[config.mk]
export PLATFORM = sky130hd
export DESIGN_NAME = ddrcm_core
export DESIGN_NICKNAME = d
export VERILOG_FILES = /design/src/rtl/ddrcm_pkg.sv /design/src/rtl/ddrcm_buf.sv /design/src/rtl/ddrcm_core.sv
export SDC_FILE = /design/constraint.sdc
export NUM_CORES = 1
export LEC_CHECK = 0
export BUFFER_PORTS_ARGS = -buffer_cell sky130_fd_sc_hd__buf_4
export CORE_ASPECT_RATIO = 0.75
export CORE_MARGIN = 3
export CORE_UTILIZATION = 60
export CTS_CLUSTER_DIAMETER = 30
export DETAILED_ROUTE_END_ITERATION = 12
export GPL_TIMING_DRIVEN = 0
export MAX_ROUTING_LAYER = met4
export PLACE_DENSITY = 0.92
export SLEW_MARGIN = 20
export SYNTH_ARGS = -nofsm -noshare
export SYNTH_HDL_FRONTEND = slang
export SYNTH_SLANG_ARGS = --single-unit
export TNS_END_PERCENT = 5
[constraint.sdc]
create_clock -name clk_sys -period 7.9 [get_ports clk_sys]
set_input_delay 1.58 -clock clk_sys [delete_from_list [all_inputs] [get_ports clk_sys]]
set_output_delay 1.58 -clock clk_sys [all_outputs]
set_load 0.01 [all_outputs]
[src/rtl/ddrcm_pkg.sv]
// package: constants and carriers of the command and mode-register logic
// assumes one 200 MHz clock domain; command pins arrive from outside it
package ddrcm_pkg;
  localparam int ADDR_W = 14;
  localparam int BANK_W = 2;
  localparam int DATA_W = 8;
  // mode register fields, then the auto-precharge address bit
  localparam int BL_LSB = 0;
  localparam int BT_BIT = 3;
  localparam int CL_LSB = 4;
  localparam int OPM_LSB = 7;
  localparam int DLLRST_BIT = 8;
  localparam int AP_BIT = 10;
  // extended mode register fields
  localparam int DLL_DIS_BIT = 0;
  localparam int DRV_BIT = 1;
  localparam logic [2:0] BL2 = 3'h1;
  localparam logic [2:0] BL4 = 3'h2;
  localparam logic [2:0] BL8 = 3'h3;
  localparam logic [2:0] CL2 = 3'h2;
  localparam logic [2:0] CL25 = 3'h6;
  localparam logic [BANK_W-1:0] BANK_BASE = 2'h0;
  localparam logic [BANK_W-1:0] BANK_EXT = 2'h1;
  localparam logic [ADDR_W-1:0] MODE_RST = 14'h0062;
  localparam logic [ADDR_W-1:0] EXT_RST = 14'h0000;
  localparam int DLL_LOCK_CYC = 200;

  typedef struct packed {
    logic cs_n;
    logic ras_n;
    logic cas_n;
    logic we_n;
    logic cke;
    logic [BANK_W-1:0] bank;
    logic [ADDR_W-1:0] addr;
  } ddrcm_cmd_type;

  typedef enum logic [3:0] {
    OP_NOP, OP_ACT, OP_READ, OP_WRITE, OP_BST, OP_PRE, OP_PREALL,
    OP_AREF, OP_SREF, OP_MRS, OP_EMRS, OP_RSVD
  } ddrcm_op_type;

  typedef struct packed {
    logic [DATA_W-1:0] data;
    logic [BANK_W-1:0] bank;
    logic [ADDR_W-1:0] col;
  } ddrcm_wr_type;
endpackage

[src/rtl/ddrcm_buf.sv]
// two-entry valid/ready buffer on the write path
// assumes both sides on clk_sys
`timescale 1ns/1ps
`default_nettype none
module ddrcm_buf #(
  parameter int WIDTH = 24
) (
  input wire logic clk_sys,
  input wire logic srst,
  input wire logic in_valid,
  output logic in_ready,
  input wire logic [WIDTH-1:0] in_data,
  output logic out_valid,
  input wire logic out_ready,
  output logic [WIDTH-1:0] out_data
);
  logic [WIDTH-1:0] mem [2];
  logic [1:0] count, next_count;
  logic rd, next_rd, wr, next_wr;
  logic push, pop;

  assign in_ready = count != 2'h2;
  assign out_valid = count != 2'h0;
  assign out_data = mem[rd];
  assign push = in_valid && in_ready;
  assign pop = out_valid && out_ready;

  always_comb begin
    next_count = count + {1'b0, push} - {1'b0, pop};
    next_wr = push ? ~wr : wr;
    next_rd = pop ? ~rd : rd;
  end

  always_ff @(posedge clk_sys) begin
    if (srst) begin
      count <= 2'h0;
      rd <= 1'b0;
      wr <= 1'b0;
    end else begin
      count <= next_count;
      rd <= next_rd;
      wr <= next_wr;
    end
    if (push) begin
      mem[wr] <= in_data;
    end
  end

  overflow_a: assert property (@(posedge clk_sys) disable iff (srst)
    count <= 2'h2) else $error("buffer count out of range");
endmodule
`default_nettype wire

[src/rtl/ddrcm_core.sv]
// command decode, mode registers, read latency and masked write path
// assumes command pins come from the external controller, async to clk_sys
`timescale 1ns/1ps
`default_nettype none
module ddrcm_core
  import ddrcm_pkg::*;
#(
  parameter int LOCK_CYC = DLL_LOCK_CYC
) (
  input wire logic clk_sys,
  input wire logic srst,
  input wire ddrcm_cmd_type cmd_pin,
  input wire logic [DATA_W-1:0] wdata_pin,
  input wire logic dm_pin,
  output logic [ADDR_W-1:0] mode_reg,
  output logic [ADDR_W-1:0] ext_reg,
  output logic dll_on,
  output logic dll_ready,
  output logic self_refresh,
  output logic [3:0] bank_open,
  output logic burst_active,
  output logic burst_write,
  output logic auto_pre,
  output logic [2:0] burst_left,
  output logic rd_first,
  output logic refresh_pulse,
  output logic [ADDR_W-1:0] refresh_row,
  output logic illegal_cmd,
  output logic wr_valid,
  input wire logic wr_ready,
  output ddrcm_wr_type wr_word
);
  // ----------------------------------------------------------------
  // pin synchroniser
  // ----------------------------------------------------------------
  localparam int PW = $bits(ddrcm_cmd_type) + DATA_W + 1;
  logic [PW-1:0] sync1, sync2;
  ddrcm_cmd_type cmd;
  logic [DATA_W-1:0] wdata;
  logic dm;
  always_ff @(posedge clk_sys) begin
    sync1 <= {cmd_pin, wdata_pin, dm_pin};
    sync2 <= sync1;
  end
  assign {cmd, wdata, dm} = sync2;

  // ----------------------------------------------------------------
  // command decode
  // ----------------------------------------------------------------
  ddrcm_op_type op;
  always_comb begin
    op = OP_NOP;
    if (!cmd.cs_n) begin
      unique case ({cmd.ras_n, cmd.cas_n, cmd.we_n})
        3'h7: op = OP_NOP;
        3'h3: op = OP_ACT;
        3'h5: op = OP_READ;
        3'h4: op = OP_WRITE;
        3'h6: op = OP_BST;
        3'h2: op = cmd.addr[AP_BIT] ? OP_PREALL : OP_PRE;
        3'h1: op = cmd.cke ? OP_AREF : OP_SREF;
        3'h0: begin
          if (cmd.bank == BANK_BASE) begin
            op = OP_MRS;
          end else if (cmd.bank == BANK_EXT) begin
            op = OP_EMRS;
          end else begin
            op = OP_RSVD;
          end
        end
      endcase
    end
  end

  // ----------------------------------------------------------------
  // mode registers and dll
  // ----------------------------------------------------------------
  logic [ADDR_W-1:0] next_mode_reg, next_ext_reg;
  logic next_self_refresh, next_dll_ready, next_illegal_cmd;
  logic [8:0] lock_cnt, next_lock_cnt;
  logic dll_en;
  assign dll_en = !ext_reg[DLL_DIS_BIT] || self_refresh;

  always_comb begin
    next_mode_reg = mode_reg;
    next_ext_reg = ext_reg;
    next_self_refresh = self_refresh;
    next_lock_cnt = lock_cnt;
    next_illegal_cmd = 1'b0;
    if (self_refresh) begin
      if (cmd.cke) begin
        next_self_refresh = 1'b0;
        next_ext_reg[DLL_DIS_BIT] = 1'b0;
        next_lock_cnt = 9'h0;
      end
    end else begin
      // count first so that a load below can restart the lock time
      if (dll_en && cmd.cke && lock_cnt < 9'(LOCK_CYC)) begin
        next_lock_cnt = lock_cnt + 9'h1;
      end
      unique case (op)
        OP_MRS: begin
          next_mode_reg = cmd.addr;
          next_mode_reg[DLLRST_BIT] = 1'b0;
          if (cmd.addr[DLLRST_BIT]) begin
            next_lock_cnt = 9'h0;
          end
          if (cmd.addr[OPM_LSB] || cmd.addr[ADDR_W-1:DLLRST_BIT+1] != '0) begin
            next_illegal_cmd = 1'b1;
          end
        end
        OP_EMRS: begin
          next_ext_reg = cmd.addr;
          if (!cmd.addr[DLL_DIS_BIT]) begin
            next_lock_cnt = 9'h0;
          end
        end
        OP_SREF: next_self_refresh = 1'b1;
        OP_RSVD: next_illegal_cmd = 1'b1;
        default: ;
      endcase
      if (op == OP_READ && !dll_ready) begin
        next_illegal_cmd = 1'b1;
      end
    end
    next_dll_ready = dll_en && next_lock_cnt >= 9'(LOCK_CYC);
  end

  always_ff @(posedge clk_sys) begin
    if (srst) begin
      mode_reg <= MODE_RST;
      ext_reg <= EXT_RST;
      self_refresh <= 1'b0;
      lock_cnt <= 9'h0;
      dll_ready <= 1'b0;
      dll_on <= 1'b0;
      illegal_cmd <= 1'b0;
    end else begin
      mode_reg <= next_mode_reg;
      ext_reg <= next_ext_reg;
      self_refresh <= next_self_refresh;
      lock_cnt <= next_lock_cnt;
      dll_ready <= next_dll_ready;
      dll_on <= !next_ext_reg[DLL_DIS_BIT];
      illegal_cmd <= next_illegal_cmd;
    end
  end

  // ----------------------------------------------------------------
  // banks, bursts and refresh
  // ----------------------------------------------------------------
  logic [3:0] next_bank_open;
  logic next_burst_active, next_burst_write, next_auto_pre;
  logic [2:0] next_burst_left, len;
  logic next_refresh_pulse;
  logic [ADDR_W-1:0] next_refresh_row;
  logic [BANK_W-1:0] burst_bank, next_burst_bank;
  logic [ADDR_W-1:0] col, next_col;
  logic [2:0] wrap_mask;

  always_comb begin
    unique case (mode_reg[BL_LSB +: 3])
      BL2: len = 3'h1;
      BL4: len = 3'h3;
      BL8: len = 3'h7;
      default: len = 3'h1;
    endcase
    wrap_mask = len;
  end

  always_comb begin
    next_bank_open = bank_open;
    next_burst_active = burst_active;
    next_burst_write = burst_write;
    next_auto_pre = auto_pre;
    next_burst_left = burst_left;
    next_burst_bank = burst_bank;
    next_col = col;
    next_refresh_pulse = 1'b0;
    next_refresh_row = refresh_row;
    if (burst_active) begin
      next_col[2:0] = (col[2:0] & ~wrap_mask) | ((col[2:0] + 3'h1) & wrap_mask);
      if (burst_left == 3'h0) begin
        next_burst_active = 1'b0;
        if (auto_pre) begin
          next_bank_open[burst_bank] = 1'b0;
        end
      end else begin
        next_burst_left = burst_left - 3'h1;
      end
    end
    if (!self_refresh) begin
      unique case (op)
        OP_ACT: next_bank_open[cmd.bank] = 1'b1;
        OP_READ, OP_WRITE: begin
          next_burst_active = 1'b1;
          next_burst_write = op == OP_WRITE;
          next_auto_pre = cmd.addr[AP_BIT];
          next_burst_left = len;
          next_burst_bank = cmd.bank;
          next_col = cmd.addr;
        end
        OP_BST: begin
          if (burst_active && !burst_write && !auto_pre) begin
            next_burst_active = 1'b0;
          end
        end
        OP_PRE: next_bank_open[cmd.bank] = 1'b0;
        OP_PREALL: next_bank_open = 4'h0;
        OP_AREF, OP_SREF: begin
          next_refresh_pulse = 1'b1;
          next_refresh_row = refresh_row + 14'h1;
        end
        default: ;
      endcase
    end
  end

  always_ff @(posedge clk_sys) begin
    if (srst) begin
      bank_open <= 4'h0;
      burst_active <= 1'b0;
      burst_write <= 1'b0;
      auto_pre <= 1'b0;
      burst_left <= 3'h0;
      burst_bank <= 2'h0;
      col <= 14'h0;
      refresh_pulse <= 1'b0;
      refresh_row <= 14'h0;
    end else begin
      bank_open <= next_bank_open;
      burst_active <= next_burst_active;
      burst_write <= next_burst_write;
      auto_pre <= next_auto_pre;
      burst_left <= next_burst_left;
      burst_bank <= next_burst_bank;
      col <= next_col;
      refresh_pulse <= next_refresh_pulse;
      refresh_row <= next_refresh_row;
    end
  end

  // ----------------------------------------------------------------
  // read latency: whole clocks, 2.5 rounds up to 3
  // ----------------------------------------------------------------
  logic [3:0] rd_pipe, next_rd_pipe;
  logic rd_hit;
  assign rd_hit = (op == OP_READ) && !self_refresh;
  always_comb begin
    next_rd_pipe = {rd_pipe[2:0], rd_hit};
    next_rd_pipe[0] = rd_hit;
  end
  always_ff @(posedge clk_sys) begin
    if (srst) begin
      rd_pipe <= 4'h0;
      rd_first <= 1'b0;
    end else begin
      rd_pipe <= next_rd_pipe;
      rd_first <= (mode_reg[CL_LSB +: 3] == CL2) ? rd_pipe[0] : rd_pipe[1];
    end
  end

  // ----------------------------------------------------------------
  // masked write path
  // ----------------------------------------------------------------
  ddrcm_wr_type wr_in;
  logic wr_push, in_ready;
  ddrcm_wr_type buf_out;
  logic buf_valid;
  assign wr_in = '{data: wdata, bank: burst_bank, col: col};
  assign wr_push = burst_active && burst_write && !dm;

  ddrcm_buf #(.WIDTH($bits(ddrcm_wr_type))) u_buf (
    .clk_sys(clk_sys),
    .srst(srst),
    .in_valid(wr_push),
    .in_ready(in_ready),
    .in_data(wr_in),
    .out_valid(buf_valid),
    .out_ready(wr_ready || !wr_valid),
    .out_data(buf_out)
  );

  always_ff @(posedge clk_sys) begin
    if (srst) begin
      wr_valid <= 1'b0;
      wr_word <= '0;
    end else if (wr_ready || !wr_valid) begin
      wr_valid <= buf_valid;
      wr_word <= buf_out;
    end
  end

  // ----------------------------------------------------------------
  // checks
  // ----------------------------------------------------------------
  rd_latency_a: assert property (@(posedge clk_sys) disable iff (srst)
    rd_hit && mode_reg[CL_LSB +: 3] == CL2 && $stable(mode_reg)
    |-> ##2 rd_first) else $error("read data late");
  dll_reset_a: assert property (@(posedge clk_sys) disable iff (srst)
    !self_refresh && op == OP_MRS |=> !mode_reg[DLLRST_BIT])
    else $error("dll reset bit stuck");
  mrs_load_a: assert property (@(posedge clk_sys) disable iff (srst)
    !self_refresh && op == OP_MRS
    |=> mode_reg[6:0] == $past(cmd.addr[6:0]))
    else $error("mode load lost");
  ext_load_a: assert property (@(posedge clk_sys) disable iff (srst)
    !self_refresh && op == OP_EMRS |=> ext_reg == $past(cmd.addr))
    else $error("extended load lost");
  sref_exit_a: assert property (@(posedge clk_sys) disable iff (srst)
    self_refresh && cmd.cke |=> !self_refresh && dll_on)
    else $error("dll off after self refresh");
  act_open_a: assert property (@(posedge clk_sys) disable iff (srst)
    !self_refresh && op == OP_ACT |=> bank_open[$past(cmd.bank)])
    else $error("bank not opened");
  preall_a: assert property (@(posedge clk_sys) disable iff (srst)
    !self_refresh && op == OP_PREALL |=> bank_open == 4'h0)
    else $error("precharge all missed");
  refresh_a: assert property (@(posedge clk_sys) disable iff (srst)
    !self_refresh && op == OP_AREF
    |=> refresh_pulse && refresh_row == $past(refresh_row) + 14'h1)
    else $error("refresh not counted");
  nop_hold_a: assert property (@(posedge clk_sys) disable iff (srst)
    op == OP_NOP && !burst_active |=> $stable(bank_open))
    else $error("idle cycle changed banks");
  mask_a: assert property (@(posedge clk_sys) disable iff (srst)
    dm |-> !wr_push) else $error("masked data written");
endmodule
`default_nettype wire

Word level (Yosys, flattened, before mapping)
Memories as Yosys holds them, arrays and structs flattened. A register that Yosys moved wholly into a read port is not among the register bits.
Index checks and enable logic that the tools add are counted.
- RAM bits: 48
- bits of input ports: 33
- register bits after elaboration: 149
- memories: 1
- equal/unequal tests: 23
- reduce and logical (&&, ||, !) cells: 36
- bitwise gates (word level): 12
- add/sub/neg operators: 6
- multiplexer cells: 47
- order comparisons: 6
- memory list (name ; words ; bits a word ; rd ports ; clocked after memory_dff ; wr ports ; RTL line ; text):
    u_buf.mem ; 2 ; 24 ; 1 ; 1 ; 1 ; ddrcm_buf.sv:17 ; logic [WIDTH-1:0] mem [2];
- operators with widths (operator ; number):
    2-to-1 mux 9 bit ; 5
    case mux 4 bit (8 select lines) ; 1
    2-to-1 mux 4 bit ; 6
    2-to-1 mux 3 bit ; 7
    2-to-1 mux 1 bit ; 19
    case mux 9 bit (2 select lines) ; 1
    equality test 4 x 3 -> 1 bit, second input constant ; 4
    equality test 4 bit, second input constant ; 4
    equality test 3 x 2 -> 1 bit, second input constant ; 5
    adder 14 x 1 -> 14 bit, second input constant ; 1
    logical AND 1 bit ; 13
    equality test 3 bit, second input constant ; 4
    case mux 4 bit (3 select lines) ; 1
    adder 9 x 1 -> 9 bit, second input constant ; 1
    greater-or-equal comparator 9 x 8 -> 1 bit, second input constant ; 1
    < comparator 9 x 8 -> 1 bit, second input constant ; 1
    bitwise AND 4 bit ; 2
    equality test 4 x 2 -> 1 bit, second input constant ; 2
    zero test 1 bit ; 8
    NOT 4 bit ; 2
    AND reduction 2 bit ; 4
    bitwise AND 3 bit ; 2
    zero test 3 bit ; 2
    < comparator 2 x 3 -> 1 bit, second input constant ; 2
    22 further kinds ; 32

Logic depth before layout (Yosys ltp)
- depth in word-level cells: 12
- mapped depth: 9
- gate-level depth less buffers: 8

Modules after synthesis
A second synthesis with hierarchy kept.
- cell total of the unflattened synthesis: 698
- area, all modules: 7948.9 sq um
- modules (own cells, without submodules) (module ; area an instance (sq um) ; seq. area each (sq um) ; times used ; cells each):
    ddrcm_core ; 5890.6 ; 3363.2 ; 1 ; 599
    ddrcm_buf ; 2058.2 ; 1541.5 ; 1 ; 99

Worst setup path after synthesis
Ideal clock, no wire load.
- path type: register to register
- from: reg burst_active
- to: mem u_buf.mem[0][0], enable pin
- library setup time: 466 ps
- period minus slack after synthesis: 3482 ps
- stages on the path, launching flop included: 4
- path buffers: 1
- setup slack: 4418 ps
- arrival time: 3016 ps
- path through: dfxtp_1 > clkbuf_1 > nand2_1 > nor4_1
- cells in the longest elaborated chain, start to end: 5
- ends and longest elaborated chain (element ; RTL line ; text):
    from (decl) ; ddrcm_core.sv:21 ; output logic burst_active,
    from (signal assigned) ; ddrcm_core.sv:232 ; burst_active <= next_burst_active;
    logical AND 1 bit (2 in a row) ; ddrcm_core.sv:271 ; assign wr_push = burst_active && burst_write && !dm;
    logical AND 1 bit ; ddrcm_buf.sv:25 ; assign push = in_valid && in_ready;
    2-to-1 mux 1 bit ; ddrcm_buf.sv:44 ; if (push) begin
    2-to-1 mux 1 bit (implied by the code) ; ddrcm_buf.sv:45 ; mem[wr] <= in_data;
    to (decl) ; ddrcm_buf.sv:17 ;
No other way between the ends.

Final worst setup path
- from: in srst
- to: reg burst_left[1]
- RTL lines (element ; RTL line ; text):
    from (decl) ; ddrcm_core.sv:11 ; input wire logic srst,
    to (signal assigned) ; ddrcm_core.sv:235 ; burst_left <= next_burst_left;
    to (decl) ; ddrcm_core.sv:24 ; output logic [2:0] burst_left,
No word-level cell between the ends.

==> impl_metrics.json <==
{
  "layout_common_cells": "172 x dfxtp_1, 115 x buf_4, 74 x nand2_1",
  "dieArea_sq_um": 14500,
  "r2r_start": "sync2[27]$_DFF_P_",
  "crit_type": "primary input to flip-flop",
  "status": "complete, no violations",
  "finalHoldViolations": 0,
  "ys_async_sr_fraction_pct": 0,
  "synth_top_area_cell": "dfxtp_1",
  "intPower_mw": 2.06,
  "fin_worst_skew_ns": 0.0216,
  "portBuffers": 113,
  "synth_seq_area_share_pct": 62.4,
  "post_synth_num_cell_types": 63,
  "p_clk_share_pct": 42.7,
  "numCtsBuffers": 26,
  "antenna_left": 0,
  "yosysWarningCount": 0,
  "p_sw_uw": 698,
  "power_density_nw_per_um2": 282,
  "synth.avg_cell_area_sq_um": 10.9,
  "drt-initial-drc-count": 673,
  "routed_wl_um": 20300,
  "postSynthCellCount": 715,
  "drv_cap": 0,
  "pwr-share-comb_pct": 11.6,
  "cp-end-kind": "flip-flop",
  "hpwl_um": 13100,
  "fillers": 797,
  "syn-num-nets": 755,
  "syn2layout_area_growth_pct": 24.9,
  "cts_sinks": 220,
  "synth-edff-count": 48,
  "drtPass1Iterations": 8,
  "wire_per_inst_um": 19.4,
  "synth_compound_area_share_pct": 11.6,
  "cts_tree": "done",
  "cts-resized-gates": 0,
  "pwr-share-seq_pct": 45.7,
  "crit_top_cell": "clkbuf_1",
  "globalRouteTotalUtil_pct": 28.8,
  "largest_register_ffs": 48,
  "synth.top_cell.area_share_pct": 44.0,
  "holdBufCountCts": 0,
  "rows": 35,
  "arrival_ns": 3.28,
  "hold_path.class": "flip-flop to flip-flop",
  "path_cells": "clkbuf_1, clkbuf_1, clkbuf_1, a21oi_1",
  "synth_area_leaders": "dfxtp_1 44%, edfxtp_1 18%, mux2i_1 5.1%",
  "final_nets": 900,
  "largest_register": "u_buf.mem",
  "tightest_slew_ns": 0.935,
  "drcViolationCount": 0,
  "root_buffer": "clkbuf_16",
  "ios": 116,
  "htreeDepth": 1,
  "overflow": 0,
  "clk_pin_slew_worst_paths_ns": 0.07,
  "max_freq_ghz": 0.342,
  "drive_gt1_share_pct": 20.2,
  "netlist_area_sq_um": 7830,
  "synth_top_family_by_area": "simple AND/OR/NAND/NOR gates",
  "setup_tns_ns": 0,
  "viasPerCell": 5.97,
  "slew_headroom_pct": 37.1,
  "die_h_um": 105,
  "whs_ns": 0.324,
  "crit_path_start_kind": "primary input",
  "clk_latency_ns": 0.52,
  "start_util_pct": 62.5,
  "power.share.switching_pct": 25.3,
  "setup_viol": 0,
  "antenna_found_initial": 0,
  "crit_slowest_cell": "clkbuf_1",
  "vias": 6247,
  "antenna_cells": 0,
  "synth-simple-area-share_pct": 15.7,
  "mostFrequentLayoutCell": "dfxtp_1",
  "worstPathMaxFanout": 10,
  "synth_seq_cells": 220,
  "r2r_setup_slack_ns": 5.12,
  "seq_area_sq_um": 4880,
  "synthMuxAreaShare_pct": 5.11,
  "synth_adder_area_share_pct": 1.12,
  "die_w_um": 138,
  "routabilityCongestion": 0.955,
  "critPathBufInv": 3,
  "worstHoldEndpoint": "sync2[20]$_DFF_P_",
  "clk_path_buf_depth": 3,
  "grt_pass1_vias": 6109,
  "multiInputGateArea_sq_um": 2730,
  "r2r.worst_path.cells": 6,
  "power.leakage_nw": 3.91,
  "critPathRequiredTime_ns": 8.26,
  "core_area_sq_um": 12500,
  "synth-xor-area-share_pct": 1.12,
  "rsz0062_at_grt": "false",
  "slew_viol_final": 0,
  "cts_setup_buffers": 0,
  "rr_endpoint": "bank_open[2]$_SDFF_PP0_",
  "holdCritStartpoint": "sync1[20]$_DFF_P_",
  "worstHoldPathCells": 0,
  "reg_top3": "u_buf.mem x48, sync1 x30, sync2 x30",
  "grt_start_max_net_pins": 25,
  "grt_pass1_wl_um": 31800,
  "vdd_ir_drop_max_uv": 253,
  "cp_slowest_stage_delay_ns": 0.60,
  "synthFlopType": "dfxtp_1",
  "critical-path-top-delay-family": "buffers and inverters",
  "post-route-util_pct": 78.1,
  "post-route-period-util_pct": 37.0,
  "period_needed_ns": 2.92
}
## synthesized netlist by cell type (2+ instances only)
master / instances
or3b_1: 3
ha_1: 7
a211oi_1: 31
or3_1: 10
or4_1: 13
edfxtp_1: 48
o21ai_0: 15
nand4_1: 6
o21bai_1: 2
buf_2: 9
xnor2_1: 6
nor2_1: 65
nor3b_1: 2
a32oi_1: 2
a21o_1: 2
nor4_1: 3
o22ai_1: 2
inv_1: 11
a21oi_1: 50
o31ai_1: 9
nand2_1: 74
nor3_1: 10
nor3_2: 2
o211ai_1: 2
and3_1: 3
nor2b_1: 13
nand2b_1: 10
nand3_1: 12
nand4b_1: 2
mux2i_1: 40
a311oi_1: 2
buf_4: 2
nand3b_1: 7
xor2_1: 4
a221oi_1: 3
and2_1: 2
a21boi_0: 2
dfxtp_1: 172
a211o_1: 2
clkbuf_1: 32
## final cells by class
cell class                 instances  share of cell area (%)
tap                              166                    2.12
multi-input combinational        440                    27.9
timing repair buffer             117                    8.88
clock inverter                    11                    1.16
buffer                            44                    1.88
clock buffer                      37                    7.71
sequential                       220                    49.9
inverter                          11                   0.422
## routing by layer
metal  GRT usage, %  up-vias  routed length, um
met3           7.03       70               2050
met2           43.5      364               9330
li1               -     2854                  -
met4           9.10        0                612
met1           38.5     2959               8290
met5              -        -                  0
## kinds of logic after synthesis
| kind of cell | after synthesis |
|---|---|
| other | 1 |
| AOI/OAI and AO/OA | 137 |
| DFF | 220 |
| buffers and inverters | 55 |
| and+or+nand+nor | 245 |
| adders and majority gates | 7 |
| xor gates and xnor gates | 10 |
| muxes | 40 |
## stage by stage
| step | cells | cell area, sq um | total power, mW | worst slack (ns) |
|---|---|---|---|---|
| 3_5_place_dp | 998 | 8910 | 1.58 | 4.57 |
| 6_report | 1046 | 9780 | 2.76 | 4.98 |
| 5_1_grt | 1046 | 9780 | 2.84 | 5.00 |
| 2_1_floorplan | 715 | 7830 | 1.46 | 4.42 |
| 4_1_cts | 1046 | 9780 | 2.76 | 5.06 |
| 3_3_place_gp | 994 | 8880 | 1.56 | 3.18 |
## power groups by stage
stage | registers, mW | clock network (mW) | logic (mW)
5_1_grt | 1.26 | 1.23 | 0.348
3_5_place_dp | 1.28 | 0 | 0.302
6_report | 1.26 | 1.18 | 0.321
2_1_floorplan | 1.28 | 0 | 0.178
4_1_cts | 1.26 | 1.18 | 0.318
3_3_place_gp | 1.28 | 0 | 0.287
## worst max-delay path by stage
stage | cells past startpoint | slack [ns] | endpoint | startpoint
finish | 4 | 4.98 | burst_left[1]$_SDFF_PP0_ | srst
global route | 4 | 5.00 | burst_left[1]$_SDFF_PP0_ | srst
CTS | 4 | 5.06 | burst_left[1]$_SDFF_PP0_ | srst
detailed placement | 4 | 4.57 | mode_reg[13]$_SDFFE_PP0P_ | srst
global placement | 3 | 3.18 | u_buf.mem[0][0]$_DFFE_PP_ | burst_active$_SDFF_PP0_
floorplan | 3 | 4.42 | u_buf.mem[0][0]$_DFFE_PP_ | burst_active$_SDFF_PP0_
Note: power is estimated with default switching activity, not from simulation.
